<file path="src/pkg/ssm_pkg.sv">
// Purpose: Shared constants for the sync serial master clocking block
// Assumes: Register port carries 16-bit words at word indices
// Notes: Half cpu clock unit is half a ref_clk period
package ssm_pkg;
	localparam int DATA_W = 16;
	localparam int ADDR_W = 3;
	localparam logic [2:0] OFS_BAUD = 3'h0;
	localparam logic [2:0] OFS_CTRL = 3'h1;
	localparam logic [2:0] OFS_TX = 3'h2;
	localparam logic [2:0] OFS_RX = 3'h3;
	localparam logic [2:0] OFS_STAT = 3'h4;
	localparam int CTRL_PHASE_BIT = 0;
	localparam int CTRL_POL_BIT = 1;
	localparam int CTRL_PEC_BIT = 2;
	localparam int STAT_BUSY_BIT = 0;
	localparam int STAT_RXFULL_BIT = 1;
	localparam int STAT_PHERR_BIT = 2;
	localparam logic [15:0] BAUD_RESET = 16'h0001;
	localparam logic [15:0] BAUD_MIN = 16'h0001;
	localparam logic [2:0] CTRL_RESET = 3'h0;
	localparam int REF_PERIOD_PS = 8000;
	localparam int HALF_CPU_UNIT_PS = REF_PERIOD_PS / 2;
	localparam int SCLK_PERIOD_UNITS = 4;
	localparam int HOLD_UNITS = 4;
	localparam int HOLD_CYC_RAW =
		(HOLD_UNITS * HALF_CPU_UNIT_PS + REF_PERIOD_PS - 1)
		/ REF_PERIOD_PS;
	localparam int HOLD_CYC = (HOLD_CYC_RAW < 1) ? 1 : HOLD_CYC_RAW;
	localparam int HALF_SCLK_UNITS = SCLK_PERIOD_UNITS / 2;
	localparam int HALF_SCLK_CYC_PER_STEP =
		(HALF_SCLK_UNITS * HALF_CPU_UNIT_PS) / REF_PERIOD_PS;
	typedef enum logic [0:0] {
		SSM_IDLE,
		SSM_RUN
	} ssm_state_t;
endpackage

</file>
<file path="src/verilog/ssm_baud_gen.sv">
// Purpose: Edge tick generator for the serial clock
// Assumes: Reload of zero is never presented, the register clamps it
// Notes: One tick per serial clock half period
`timescale 1ns/1ps
module ssm_baud_gen #(
	parameter int RELOAD_W = 16
) (
	input wire logic ref_clk,
	input wire logic reset,
	input wire logic clkEn,
	input wire logic run,
	input wire logic [RELOAD_W-1:0] reload,
	output logic tick
);
	logic [RELOAD_W-1:0] count_reg;
	logic [RELOAD_W-1:0] count_next;
	logic tick_next;
	wire atEnd = (count_reg == reload);

	// Half period is reload+1 cycles, so a full period is 4 units times
	// reload+1 with the unit at half a cycle
	assign count_next = (!run || atEnd) ? '0 : count_reg + 1'b1; // [RULE1]
	assign tick_next = run && atEnd; // [RULE1]

	always_ff @(posedge ref_clk) begin
		if (reset) begin
			count_reg <= '0;
			tick <= 1'b0;
		end else if (clkEn) begin
			count_reg <= count_next;
			tick <= tick_next;
		end
	end
endmodule

</file>
<file path="src/verilog/ssm_master.sv">
// Purpose: Master clocking and bit timing of a sync serial channel
// Assumes: ref_clk is the cpu clock; the serial clock is made here
// Notes: Receive pin is synchronised, so latching lags two cycles
`timescale 1ns/1ps
//
// Contract
// [RULE1] Serial period is four units times reload plus one
// [RULE2] Reload spans 0001h to FFFFh, zero clamped
// [RULE3] Phase zero shifts leading, latches trailing edge
// [RULE4] Polarity zero idles low, leading edge rises
// [RULE5] Every bit of a word uses identical timing; in phase one the first bit is driven one cycle longer before its latch edge
// [RULE6] Phase error check enabled by one, off by zero
// [RULE7] Phase one swaps edges, polarity one idles high
module ssm_master #(
	parameter int WORD_W = ssm_pkg::DATA_W
) (
	input wire logic ref_clk,
	input wire logic reset,
	input wire logic clkEn,
	input wire logic [ssm_pkg::ADDR_W-1:0] regAddr,
	input wire logic [ssm_pkg::DATA_W-1:0] regWrData,
	input wire logic regWr,
	input wire logic regRd,
	output logic [ssm_pkg::DATA_W-1:0] regRdData,
	output logic sclkOut,
	output logic mosiOut,
	output logic selectN,
	input wire logic misoIn
);
	localparam int EDGE_W = $clog2(2 * WORD_W);
	localparam logic [EDGE_W-1:0] LAST_EDGE =
		EDGE_W'(2 * WORD_W - 1);
	localparam logic [1:0] HOLD_LAST = 2'(ssm_pkg::HOLD_CYC);

	ssm_pkg::ssm_state_t state_reg;
	ssm_pkg::ssm_state_t state_next;
	logic [15:0] baud_reg;
	logic [2:0] ctrl_reg;
	logic [WORD_W-1:0] txHold_reg;
	logic [WORD_W-1:0] txShift_reg;
	logic [WORD_W-1:0] txShift_next;
	logic [WORD_W-1:0] rxShift_reg;
	logic [WORD_W-1:0] rxShift_next;
	logic [WORD_W-1:0] rxData_reg;
	logic [EDGE_W-1:0] edge_reg;
	logic rxFull_reg;
	logic phErr_reg;
	logic misoMeta_reg;
	logic misoSync_reg;
	logic chkPend_reg;
	logic chkBit_reg;
	logic [1:0] chkCnt_reg;
	logic sclk_next;
	logic mosi_next;
	logic [ssm_pkg::DATA_W-1:0] rd_next;
	logic tick;

	function automatic logic [15:0] clampBaud(input logic [15:0] v);
		clampBaud = (v < ssm_pkg::BAUD_MIN) ? ssm_pkg::BAUD_MIN : v;
	endfunction

	function automatic logic [15:0] padWord(input logic [WORD_W-1:0] v);
		padWord = 16'(v);
	endfunction

	// Register decode
	wire selBaud = (regAddr == ssm_pkg::OFS_BAUD);
	wire selCtrl = (regAddr == ssm_pkg::OFS_CTRL);
	wire selTx = (regAddr == ssm_pkg::OFS_TX);
	wire selRx = (regAddr == ssm_pkg::OFS_RX);
	wire selStat = (regAddr == ssm_pkg::OFS_STAT);
	wire wrBaud = regWr && selBaud;
	wire wrCtrl = regWr && selCtrl;
	wire wrTx = regWr && selTx;
	wire wrStat = regWr && selStat;
	wire rdRx = regRd && selRx;

	wire phaseSel = ctrl_reg[ssm_pkg::CTRL_PHASE_BIT];
	wire polSel = ctrl_reg[ssm_pkg::CTRL_POL_BIT];
	wire pecEn = ctrl_reg[ssm_pkg::CTRL_PEC_BIT];
	wire busy = (state_reg == ssm_pkg::SSM_RUN);

	// A write while busy is dropped so the word in flight stays intact
	wire start = wrTx && !busy;

	// Even edges are leading, odd edges are trailing
	wire leadEdge = tick && !edge_reg[0];
	wire trailEdge = tick && edge_reg[0];
	wire shiftEdge = phaseSel ? trailEdge : leadEdge; // [RULE3] [RULE7]
	wire latchEdge = phaseSel ? leadEdge : trailEdge; // [RULE3] [RULE7]
	wire lastEdge = tick && (edge_reg == LAST_EDGE);
	// Phase one leaves the final trailing edge without a shift
	wire doShift = busy && shiftEdge && !(phaseSel && lastEdge);
	wire doLatch = busy && latchEdge;

	wire chkDone = chkPend_reg && (chkCnt_reg == HOLD_LAST);
	wire phErrSet = pecEn && chkDone && (misoSync_reg != chkBit_reg); // [RULE6]
	wire phErrClr = wrStat && regWrData[ssm_pkg::STAT_PHERR_BIT];
	wire rxFullSet = busy && lastEdge;

	wire [ssm_pkg::DATA_W-1:0] ctrlRead = 16'(ctrl_reg);
	wire [ssm_pkg::DATA_W-1:0] statRead = 16'({phErr_reg,
		rxFull_reg, busy});

	ssm_baud_gen #(
		.RELOAD_W(16)
	) uBaud (
		.ref_clk(ref_clk),
		.reset(reset),
		.clkEn(clkEn),
		.run(busy && !lastEdge),
		.reload(baud_reg),
		.tick(tick)
	);

	always_comb begin
		state_next = state_reg;
		case (state_reg)
			ssm_pkg::SSM_IDLE: begin
				if (start) begin
					state_next = ssm_pkg::SSM_RUN;
				end
			end
			ssm_pkg::SSM_RUN: begin
				if (lastEdge) begin
					state_next = ssm_pkg::SSM_IDLE;
				end
			end
			default: begin
				state_next = ssm_pkg::SSM_IDLE;
			end
		endcase
	end

	// Serial clock toggles each tick and parks at the idle level
	always_comb begin
		if (!busy || lastEdge) begin
			sclk_next = polSel; // [RULE4] [RULE7]
		end else if (tick) begin
			sclk_next = ~sclkOut; // [RULE1]
		end else begin
			sclk_next = sclkOut;
		end
	end

	// Phase one must present the first bit before the first edge
	always_comb begin
		mosi_next = mosiOut;
		txShift_next = txShift_reg;
		if (start && phaseSel) begin
			mosi_next = regWrData[WORD_W-1]; // [RULE7]
			txShift_next = regWrData[WORD_W-1:0] << 1;
		end else if (start) begin
			txShift_next = regWrData[WORD_W-1:0];
		end else if (doShift) begin
			mosi_next = txShift_reg[WORD_W-1]; // [RULE3] [RULE5]
			txShift_next = txShift_reg << 1;
		end
	end

	assign rxShift_next = doLatch ? // [RULE5]
		{rxShift_reg[WORD_W-2:0], misoSync_reg} : rxShift_reg;

	always_comb begin
		rd_next = '0;
		if (regRd) begin
			if (selBaud) begin
				rd_next = baud_reg;
			end else if (selCtrl) begin
				rd_next = ctrlRead;
			end else if (selTx) begin
				rd_next = padWord(txHold_reg);
			end else if (selRx) begin
				rd_next = padWord(rxData_reg);
			end else if (selStat) begin
				rd_next = statRead;
			end
		end
	end

	// Pin synchroniser: only the second stage is read by logic
	always_ff @(posedge ref_clk) begin
		if (reset) begin
			misoMeta_reg <= 1'b0;
			misoSync_reg <= 1'b0;
		end else if (clkEn) begin
			misoMeta_reg <= misoIn;
			misoSync_reg <= misoMeta_reg;
		end
	end

	// Software registers
	always_ff @(posedge ref_clk) begin
		if (reset) begin
			baud_reg <= ssm_pkg::BAUD_RESET;
			ctrl_reg <= ssm_pkg::CTRL_RESET;
			txHold_reg <= '0;
			regRdData <= '0;
		end else if (clkEn) begin
			if (wrBaud) begin
				baud_reg <= clampBaud(regWrData); // [RULE2]
			end
			if (wrCtrl) begin
				ctrl_reg <= regWrData[2:0]; // [RULE6] [RULE7]
			end
			if (start) begin
				txHold_reg <= regWrData[WORD_W-1:0];
			end
			regRdData <= rd_next;
		end
	end

	// Transfer engine
	always_ff @(posedge ref_clk) begin
		if (reset) begin
			state_reg <= ssm_pkg::SSM_IDLE;
			edge_reg <= '0;
			txShift_reg <= '0;
			rxShift_reg <= '0;
			sclkOut <= 1'b0;
			mosiOut <= 1'b0;
			selectN <= 1'b1;
		end else if (clkEn) begin
			state_reg <= state_next;
			txShift_reg <= txShift_next;
			rxShift_reg <= rxShift_next;
			sclkOut <= sclk_next;
			mosiOut <= mosi_next;
			selectN <= !(state_next == ssm_pkg::SSM_RUN);
			if (start) begin
				edge_reg <= '0;
			end else if (busy && tick) begin
				edge_reg <= edge_reg + 1'b1; // [RULE5]
			end
		end
	end

	// Received word and sticky status; a set beats a same-cycle clear
	always_ff @(posedge ref_clk) begin
		if (reset) begin
			rxData_reg <= '0;
			rxFull_reg <= 1'b0;
			phErr_reg <= 1'b0;
		end else if (clkEn) begin
			if (rxFullSet) begin
				rxData_reg <= rxShift_next;
				rxFull_reg <= 1'b1;
			end else if (rdRx) begin
				rxFull_reg <= 1'b0;
			end
			if (phErrSet) begin
				phErr_reg <= 1'b1; // [RULE6]
			end else if (phErrClr) begin
				phErr_reg <= 1'b0;
			end
		end
	end

	// Hold check: the pin must still show the latched bit a fixed
	// time after the latch edge; both samples share the same lag
	always_ff @(posedge ref_clk) begin
		if (reset) begin
			chkPend_reg <= 1'b0;
			chkBit_reg <= 1'b0;
			chkCnt_reg <= '0;
		end else if (clkEn) begin
			if (doLatch && pecEn) begin
				chkPend_reg <= 1'b1; // [RULE6]
				chkBit_reg <= misoSync_reg;
				chkCnt_reg <= 2'h1;
			end else if (chkDone) begin
				chkPend_reg <= 1'b0;
				chkCnt_reg <= '0;
			end else if (chkPend_reg) begin
				chkCnt_reg <= chkCnt_reg + 2'h1;
			end
		end
	end
endmodule

</file>
<file path="config.mk">
export PLATFORM = sky130hd
export DESIGN_NAME = ssm_master
export DESIGN_NICKNAME = d
export VERILOG_FILES = /design/src/pkg/ssm_pkg.sv /design/src/verilog/ssm_baud_gen.sv /design/src/verilog/ssm_master.sv
export SDC_FILE = /design/constraint.sdc
export NUM_CORES = 1
export LEC_CHECK = 0
export ABC_AREA = 1
export CAP_MARGIN = 20
export CELL_PAD_IN_SITES_DETAIL_PLACEMENT = 1
export CELL_PAD_IN_SITES_GLOBAL_PLACEMENT = 2
export CORE_ASPECT_RATIO = 0.6
export CORE_UTILIZATION = 38
export DETAILED_ROUTE_END_ITERATION = 8
export DONT_BUFFER_PORTS = 1
export PLACE_DENSITY_LB_ADDON = 0.1
export SYNTH_ARGS = -nofsm -noshare
export SYNTH_HDL_FRONTEND = slang
export SYNTH_SLANG_ARGS = --single-unit
</file>
<file path="constraint.sdc">
create_clock -name ref_clk -period 5.1 [get_ports ref_clk]
set_clock_uncertainty 0.15 [all_clocks]
set_input_delay 0.765 -clock ref_clk [delete_from_list [all_inputs] [get_ports ref_clk]]
set_output_delay 0.765 -clock ref_clk [all_outputs]
set_load 0.005 [all_outputs]
</file>
# --- After elaboration in Yosys (flattened, before gate mapping) ---
# Index checks and enable logic that the tools add are counted.
totals:
  register_bits: 133
  inputBits: 25
op_classes:
  add_sub_neg: 3
  magnitude_cmp: 1
  n_eq_ne: 9
  muxes: 33
  bitwise: 2
  n_reduce_logical: 53
op_table:
  columns: ["operator", "n"]
  rows:
  - ["$mux W16", 11]
  - ["$reduce_and A2 Y1", 12]
  - ["$logic_and A1 B1 Y1", 23]
  - ["$add A16 B1 Y16 const B", 1]
  - ["$eq A16 B16 Y1", 1]
  - ["$lt A16 B1 Y1 const B", 1]
  - ["$mux W1", 15]
  - ["$reduce_bool A2 Y1", 6]
  - ["$mux W5", 2]
  - ["$eq A3 B2 Y1 const B", 2]
  - ["$logic_not A1 Y1", 6]
  - ["$mux W2", 3]
  - ["$reduce_bool A3 Y1", 2]
  - ["$add A5 B1 Y5 const B", 1]
  - ["$eq A5 B5 Y1 const B", 1]
  - ["$eq A3 B1 Y1 const B", 1]
  - ["$eq A3 B3 Y1 const B", 1]
  - ["$logic_not A3 Y1", 1]
  - ["$mux W3", 1]
  - ["$reduce_and A3 Y1", 1]
  - ["$add A2 B1 Y2 const B", 1]
  - ["$eq A2 B2 Y1 const B", 1]
  - ["$logic_or A1 B1 Y1", 2]
  - ["$ne A2 B1 Y1 const B", 1]
  - ["3 further kinds", 4]

# --- Logic depth before layout (Yosys ltp) ---
# Gate-level depths: netlist of run 1.
logic_depth:
  ltp_word: 8
  mapped_depth: 12

# --- Cells and area by module ---
# A second synthesis of run 1 with hierarchy kept.
hier_totals:
  hier_cells: 1069
  area_unflattened_um2: 6749.0
by_module_without_submodules:
  columns: ["module", "instances", "cells_each", "area_per_inst_um2", "seq_area_each_um2"]
  rows:
  - ["ssm_master", 1, 866, 5562.8, 2322.2]
  - ["ssm_baud_gen", 1, 203, 1186.1, 340.3]

# --- Worst setup path before layout of run 1 ---
# OpenSTA, ideal clock, no wires.
synth_timing:
  path_kind: "input to register"
  from: "input port regAddr[1] in the netlist's numbering"
  to: "register txShift_reg[12]"
  arrival_ns: 1.652
  required_time_ns: 4.835
  slack_ns: 3.183
  stages: 10
  path_buffers: 1
  cell_sequence: "inv_2 > nor2_4 > nand2_4 > nor3_4 > nand2_2 > nand2_4 > buf_6 > nand2_1 > nor2_1 > nor2_1"
synth_between:
  elab_chain_cells: 6
synth_lines:
  columns: ["item", "line", "rtl"]
  rows:
  - ["start: declaration", "ssm_master.sv:20", "input wire logic [ssm_pkg::ADDR_W-1:0] regAddr,"]
  - ["$eq A3 B2 Y1 *", "ssm_master.sv:69", "wire selTx = (regAddr == ssm_pkg::OFS_TX);"]
  - ["$logic_and A1 B1 Y1 *", "ssm_master.sv:74", "wire wrTx = regWr && selTx;"]
  - ["$logic_and A1 B1 Y1 *", "ssm_master.sv:84", "wire start = wrTx && !busy;"]
  - ["$logic_and A1 B1 Y1", "ssm_master.sv:150", "if (start && phaseSel) begin"]
  - ["$reduce_bool A3 Y1 (no source line)", null, null]
  - ["$reduce_and A2 Y1 (no source line)", null, null]
  - ["end signal: assignment", "ssm_master.sv:225", "txShift_reg <= txShift_next;"]
  - ["end: declaration", "ssm_master.sv:40", "logic [WORD_W-1:0] txShift_reg;"]
# Every way passes the cells marked *; elsewhere a longest branch is shown, timed or not.
# A chain may end at the register's enable or synchronous reset.

# --- Final worst setup path of run 1 ---
layout_timing:
  from: "register uBaud.count_reg[5]"
  to: "register uBaud.count_reg[4]"
layout_between:
  elab_chain_cells: 3
layout_lines:
  columns: ["item", "line", "rtl"]
  rows:
  - ["start: declaration", "ssm_baud_gen.sv:15", "logic [RELOAD_W-1:0] count_reg;"]
  - ["start signal: assignment", "ssm_baud_gen.sv:30", "count_reg <= count_next;"]
  - ["$eq A16 B16 Y1", "ssm_baud_gen.sv:18", "wire atEnd = (count_reg == reload);"]
  - ["$logic_or A1 B1 Y1", "ssm_baud_gen.sv:22", "assign count_next = (!run || atEnd) ? '0 : count_reg + 1'b1;"]
  - ["$mux W16", "ssm_baud_gen.sv:22", null]
# Every way passes these cells.

==> results of run 1 <==
## placed cells by master, fill, tap and decap left out, drive strengths merged, types with 8 or more instances in the layout
| master | n |
|---|---|
| nand2 | 237 |
| dfxtp | 133 |
| a21oi | 102 |
| xor2 | 11 |
| o21ai | 128 |
| nor3 | 8 |
| nor2 | 86 |
| inv | 142 |
| clkbuf | 25 |
| o221ai | 13 |
| nand3 | 14 |
## kinds of logic (layout without fill, tap and decap cells)
family,after synthesis,after routing,share of synthesized area [%]
AND/OR/NAND/NOR,355,355,23.0
buffers and inverters,187,177,12.1
flip-flops,133,133,41.8
adder cells (fa/ha/maj),3,3,0.590
AO/OA/AOI/OAI,248,248,20.9
XOR/XNOR,12,12,1.65
## cell type report
class / instances / area share, %
Multi-Input combinational cell: 618 / 41.9
Sequential cell: 133 / 38.0
Inverter: 145 / 7.78
Clock buffer: 25 / 6.92
Tap cell: 228 / 4.07
Clock inverter: 4 / 1.04
Timing Repair Buffer: 3 / 0.321
## synthesized netlist by cell type, drive strengths merged
cell and instances:
nand4 7, o211ai 1, a21oi 102, dfxtp 133
o221ai 13, nand3 14, xnor2 1, and3 1
a21boi 3, inv 142, nor2 86, or2 1
clkinv 3, o31ai 1, nor3 8, nand2 237
nor3b 1, o21ai 128, ha 3, xor2 11
buf 25, clkbuf 17
## power by group through the flow
stage / sequential (mW) / clock, mW / combinational, mW
floorplan: 1.09 / 0 / 0.0981
global placement: 1.10 / 0 / 0.114
detailed placement: 1.10 / 0 / 0.118
CTS: 1.07 / 1.22 / 0.119
global route: 1.08 / 1.28 / 0.134
finish: 1.07 / 1.21 / 0.118
## routing by layer
| layer | track usage (%) | part of all wire (%) | routed length (um) |
|---|---|---|---|
| met1 | 34.7 | 51 | 10300 |
| met2 | 37.1 | 41 | 8340 |
| met3 | 5.77 | 5.7 | 1140 |
| met4 | 8.80 | 1.8 | 359 |
| met5 | 0 | 0 | 0 |
## critical path: cells and delay by family (launching register included)
family / cells / cell delay, ps
AND/OR/NAND/NOR: 10 / 1470
buffers and inverters: 1 / 60
flip-flops: 1 / 460
## worst paths after layout
kind / slack [ps] / start / to
worst max-delay path: 2840 / uBaud.count_reg[5]$_SDFFE_PP0P_ / uBaud.count_reg[4]$_SDFFE_PP0P_
worst min-delay path: 260 / reset / chkCnt_reg[0]$_SDFFE_PP0P_
worst max register to register: 2840 / uBaud.count_reg[5]$_SDFFE_PP0P_ / uBaud.count_reg[4]$_SDFFE_PP0P_
worst min register to register: 320 / edge_reg[4]$_SDFFE_PP0P_ / edge_reg[4]$_SDFFE_PP0P_
## metrics by stage
| stage | util (%) | hold WS, ps | instance area (um2) | worst slack (ps) |
|---|---|---|---|---|
| 6_report | 43.0 | 258 | 7010 | 2840 |
| 5_1_grt | 43.0 | 250 | 7010 | 2660 |
| 4_1_cts | 43.0 | 244 | 7010 | 2860 |
| 3_5_place_dp | 39.6 | 313 | 6450 | 2590 |
| 3_3_place_gp | 39.6 | 293 | 6450 | 2670 |
| 2_1_floorplan | - | 287 | 6370 | 3180 |
==> impl_metrics.env, run 1 <==
export IMPL_cts_resized_gates=0
export IMPL_drt_wl_total_um=20100
export IMPL_die_area_um2=17300
export IMPL_yosysSeqAreaShare_pct=41.8
export IMPL_path_clk_slew_ps=60
export IMPL_place_inst=1127
export IMPL_hold_viol=0
export IMPL_yosysTopAreaCellShare_pct=41.8
export IMPL_gp_congestion=0.866
export IMPL_synth_cell_types=35
export IMPL_numCtsBuffers=17
export IMPL_drive_gt1_share_pct=6.36
export IMPL_crit_chain="inv_2 -> nand2_1 -> nand2_1 -> nor2_1 -> nand2_1 -> nor2_1 -> nand2_1 -> nand2_1 -> nand2_1 -> nand2_2 -> nor2_1"
export IMPL_synth_nets=966
export IMPL_start_util_pct=39.1
export IMPL_path_class="flip-flop to flip-flop"
export IMPL_post_dp_hpwl_um=14600
export IMPL_p_per_area_nw_per_um2=342
export IMPL_yosysTopAreaCell="dfxtp_1"
export IMPL_ir_drop_mv=0.215
export IMPL_synth_area_top_cells="dfxtp_1 42%, nand2_1 14%, inv_1 7.8%, a21oi_1 7.4%, o21ai_1 6.1%"
export IMPL_fin_tns_setup_ps=0
export IMPL_hold_buffers=0
export IMPL_placementRows=36
export IMPL_die_h_um=102
export IMPL_seq_area_um2=2660
export IMPL_ys_seq_elements=133
export IMPL_hold_depth=1
export IMPL_hp_class="input pin to flip-flop"
export IMPL_p_comb_share_pct=4.9
export IMPL_slowest_delay_ps=460
export IMPL_seq_power_share_pct=44.8
export IMPL_cts_tree="built"
export IMPL_grt_ovfl_total=0
export IMPL_p_int_mw=1.84
export IMPL_clkSinkCount=133
export IMPL_switching_power_mw=0.557
export IMPL_arrival_ps=2400
export IMPL_first_pass_iters=5
export IMPL_start_kind="flip-flop"
export IMPL_sw_frac_of_total_pct=23.2
export IMPL_post_cts_buffers=0
export IMPL_clockRootBuffer="clkbuf_16"
export IMPL_htree_levels=4
export IMPL_drv_slew=0
export IMPL_viasPerCell=5.08
export IMPL_worst_slew_pin_slew_ps=906
export IMPL_syn_area_um2=6370
export IMPL_finalWorstPathRequiredPeriod_ps=2260
export IMPL_grt_pass1_wl_um=32100
export IMPL_diodes=0
export IMPL_grt_max_degree=73
export IMPL_yosys_warnings=0
export IMPL_critPathRequiredTime_ps=5240
export IMPL_fin_crit_sh_pct=44.2
export IMPL_slew_limit_headroom_pct=39.5
export IMPL_antenna_found_initial=0
export IMPL_clkLatencyLatePin_ps=430
export IMPL_cp_common_cell="nand2_1"
export IMPL_cp_slowest_cell="dfxtp_1"
export IMPL_first_global_vias=5838
export IMPL_io_pins=44
export IMPL_r2r_cells=11
export IMPL_avgSynthCellArea_um2=6.79
export IMPL_cp_end_kind="flip-flop"
export IMPL_syn_to_final_growth_pct=10.1
export IMPL_drc=0
export IMPL_grt_total_usage_pct=24.7
export IMPL_power_leakage_nw=2.87
export IMPL_syn_inst=938
export IMPL_finalPower_mw=2.40
export IMPL_final_cells=1156
export IMPL_clock_power_share_pct=50.3
export IMPL_fmax_mhz=443
export IMPL_path_max_fanout=16
export IMPL_setup_viol=0
export IMPL_die_w_um=169
export IMPL_drt_iter0_drc=421
export IMPL_final_antenna_net_count=0
export IMPL_rsz0062_at_grt="false"
export IMPL_drv_cap=0
export IMPL_coreArea_um2=16300
export IMPL_clockBufferDepth=2
export IMPL_drt_wirelength_per_cell_um=17.4
export IMPL_fillerInstances=2126
export IMPL_outcome="complete, no violations"
export IMPL_portBuffers=0
export IMPL_multiInputGateArea_um2=2940
export IMPL_nets=946
export IMPL_dr_total_vias=5877
Note: power is estimated with default switching activity, not from simulation.
==> run 2, diff against run 1 <==
- ABC_AREA: 1 -> 0
- CORE_UTILIZATION: 38 -> 35
- clock period: 5.1 -> 2.05 ns (I/O delays scaled with it)
==> run 2 against run 1 <==
Net effect:
- final area is 6.9% higher
- combinational power is 75% higher
- total power is 150% higher
- critical path type unchanged
- highest routed layer unchanged
==> impl_metrics.env, run 2 <==
export IMPL_cp_end_kind="flip-flop"
export IMPL_synth_cell_types=51
export IMPL_reg2reg_slack_ps=50
export IMPL_first_global_vias=5461
export IMPL_finalPower_mw=5.90
export IMPL_path_max_fanout=4
export IMPL_portBuffers=0
export IMPL_clkLatencyLatePin_ps=410
export IMPL_post_dp_hpwl_um=12900
export IMPL_yosysMostFrequentCell="dfxtp_1"
export IMPL_yosysTopAreaCellShare_pct=44.3
export IMPL_antenna_found_initial=0
export IMPL_diodes=0
export IMPL_syn_area_um2=6010
export IMPL_p_comb_share_pct=3.5
export IMPL_path_class="flip-flop to flip-flop"
export IMPL_synth_edf_count=0
export IMPL_drive_gt1_share_pct=9.26
export IMPL_gp_congestion=0.795
export IMPL_start_kind="flip-flop"
export IMPL_slew_limit_headroom_pct=57.4
export IMPL_path_clk_slew_ps=70
export IMPL_final_cell_mix="131 x dfxtp_1, 100 x nand2_1, 87 x nor2_1"
export IMPL_drt_wl_total_um=19700
export IMPL_yosysSeqAreaShare_pct=44.3
export IMPL_ir_drop_mv=0.470
export IMPL_synth_nets=725
export IMPL_io_pins=44
export IMPL_sw_frac_of_total_pct=23.3
export IMPL_worst_slew_pin_slew_ps=637
export IMPL_regToRegStartpoint="edge_reg[0]$_SDFFE_PP0P_"
export IMPL_numCtsBuffers=17
export IMPL_syn_inst=697
export IMPL_drv_cap=0
export IMPL_grt_max_degree=71
export IMPL_grt_total_usage_pct=22.8
export IMPL_r2r_cells=8
export IMPL_final_cells=984
export IMPL_clkSinkCount=133
export IMPL_reg2reg_to="txShift_reg[0]$_SDFFE_PP0P_"
export IMPL_final_antenna_net_count=0
export IMPL_synth_area_top_cells="dfxtp_1 44%, mux2i_1 12%, nand2_1 6.2%, nor2_1 5.4%, a21oi_1 4.5%"
export IMPL_seq_power_share_pct=44.3
export IMPL_crit_chain="ha_4 -> and3_4 -> ha_4 -> and3b_1 -> o21ai_2 -> and2_4 -> or3_1 -> a21oi_1"
export IMPL_drt_wirelength_per_cell_um=20.0
export IMPL_place_inst=899
export IMPL_final_common_cell="dfxtp_1"
export IMPL_yosys_warnings=0
export IMPL_critPathRequiredTime_ps=2240
export IMPL_hp_class="input pin to flip-flop"
export IMPL_crit_end="txShift_reg[0]$_SDFFE_PP0P_"
export IMPL_p_per_area_nw_per_um2=787
export IMPL_first_pass_iters=5
export IMPL_outcome="complete, no violations"
export IMPL_die_h_um=104
export IMPL_setup_viol=0
export IMPL_drt_iter0_drc=358
export IMPL_ys_seq_elements=133
export IMPL_grt_pass1_wl_um=30900
export IMPL_rsz0062_at_grt="true"
export IMPL_die_w_um=171
export IMPL_worst_slack_ps=49.0
export IMPL_fin_crit_sh_pct=97.6
export IMPL_grt_ovfl_total=0
export IMPL_clockBufferDepth=2
export IMPL_crit_cells=8
export IMPL_clockRootBuffer="clkbuf_16"
export IMPL_start_util_pct=36.4
export IMPL_coreArea_um2=16500
export IMPL_clock_power_share_pct=52.2
export IMPL_die_area_um2=17700
export IMPL_fmax_mhz=500
export IMPL_p_int_mw=4.53
export IMPL_arrival_ps=2190
export IMPL_placementRows=36
export IMPL_hold_viol=0
export IMPL_synth_async_reset_ratio_pct=0
export IMPL_finalWorstPathRequiredPeriod_ps=2000
export IMPL_crit_start="edge_reg[0]$_SDFFE_PP0P_"
export IMPL_yosysTopAreaCell="dfxtp_1"
export IMPL_synth_common_cells="133 x dfxtp_1, 100 x nand2_1, 87 x nor2_1"
export IMPL_cp_slowest_cell="dfxtp_4"
export IMPL_pre_cts_slack_ps=10.5
export IMPL_switching_power_mw=1.37
export IMPL_ys_flop_type="dfxtp_1"
export IMPL_nets=771
export IMPL_cp_common_cell="ha_4"
export IMPL_drv_slew=0
export IMPL_slowest_delay_ps=350
export IMPL_viasPerCell=5.40
export IMPL_power_leakage_nw=2.83
export IMPL_cts_tree="built"
export IMPL_syn_to_final_growth_pct=24.6
export IMPL_drc=0
export IMPL_htree_levels=4
export IMPL_avgSynthCellArea_um2=8.63
export IMPL_worst_path_buf_inv=0
export IMPL_dr_total_vias=5318
export IMPL_crit_family="simple AND/OR/NAND/NOR gates"
run 2: cell count changes after synthesis, moves of 28 or more:
cell     before  now
mux2i_1       0   70
o21ai_0      51   23
o21ai_1      77    0
a21oi_1      94   54
inv_1       132   10
nand2_1     230  100
run 2: cells by family after synthesis:
| logic type | share of synthesized area (%) |
|---|---|
| XOR/XNOR | 4.52 |
| multiplexers | 11.7 |
| flip-flops | 44.3 |
| AO/OA/AOI/OAI | 15.8 |
| adder cells (fa/ha/maj) | 0.624 |
| AND/OR/NAND/NOR | 18.7 |
| buffers and inverters | 4.39 |
run 2: per-stage QoR:
step	TNS [ps]	hold slack (ps)	area, um2	util, %
floorplan	0	282	6040	-
global placement	0	234	6300	38.1
detailed placement	0	237	6300	38.1
CTS	0	4.72	7420	44.9
global route	-28.0	13.3	7490	45.3
finish	0	18.3	7490	45.3
run 2: worst min path at each step:
stage	startpoint	endpoint	slack, ps	cells after the start
2_1_floorplan	txShift_reg[10]$_SDFFE_PP0P_	txShift_reg[10]$_SDFFE_PP0P_	280	2
3_3_place_gp	reset	rxShift_reg[9]$_SDFFE_PP0P_	230	1
3_5_place_dp	reset	rxShift_reg[9]$_SDFFE_PP0P_	240	1
4_1_cts	regAddr[2]	regRdData[2]$_SDFFE_PP0P_	5	2
5_1_grt	regAddr[2]	regRdData[2]$_SDFFE_PP0P_	10	2
6_report	regAddr[2]	regRdData[2]$_SDFFE_PP0P_	20	2
run 2: layout make-up:
| class | instances | area, um2 |
|---|---|---|
| sequential | 133 | 2670 |
| clock buffer | 19 | 443 |
| tap | 228 | 285 |
| clock inverter | 13 | 146 |
| multi-input combinational | 506 | 3150 |
| timing repair buffer | 75 | 757 |
| inverter | 10 | 37.5 |
| fill | 1879 | 9040 |
run 2: timing repair:
item | in CTS | in global routing
hold buffers | 51 | 0
buffers inserted | 0 | 1
hold endpoints to repair | 114 | 0
resized for setup | 0 | 14
endpoints found under the setup margin | 0 | 44
run 2: worst reg2reg max path, stage by stage, from the launching register on:
cell,delay [ps]
dfxtp_4,350
ha_4,150
and3_4,180
ha_4,170
and3b_1,220
o21ai_2,80
and2_4,150
or3_1,350
a21oi_1,140
run 2: power by group through the flow:
stage	clock, mW	sequential [mW]	combinational (mW)
CTS	3.13	2.61	0.201
detailed placement	0	2.67	0.143
floorplan	0	2.66	0.156
finish	3.08	2.61	0.206
global placement	0	2.67	0.139
global route	3.28	2.61	0.223
run 2: metal layers:
| layer | vias to the layer above | routed length [um] | GRT usage, % |
|---|---|---|---|
| met3 | 8 | 957 | 4.89 |
| met1 | 2661 | 10000 | 33.6 |
| met5 | - | 0 | 0 |
| met4 | 0 | 85 | 5.10 |
| met2 | 95 | 8590 | 33.8 |
| li1 | 2554 | - | - |
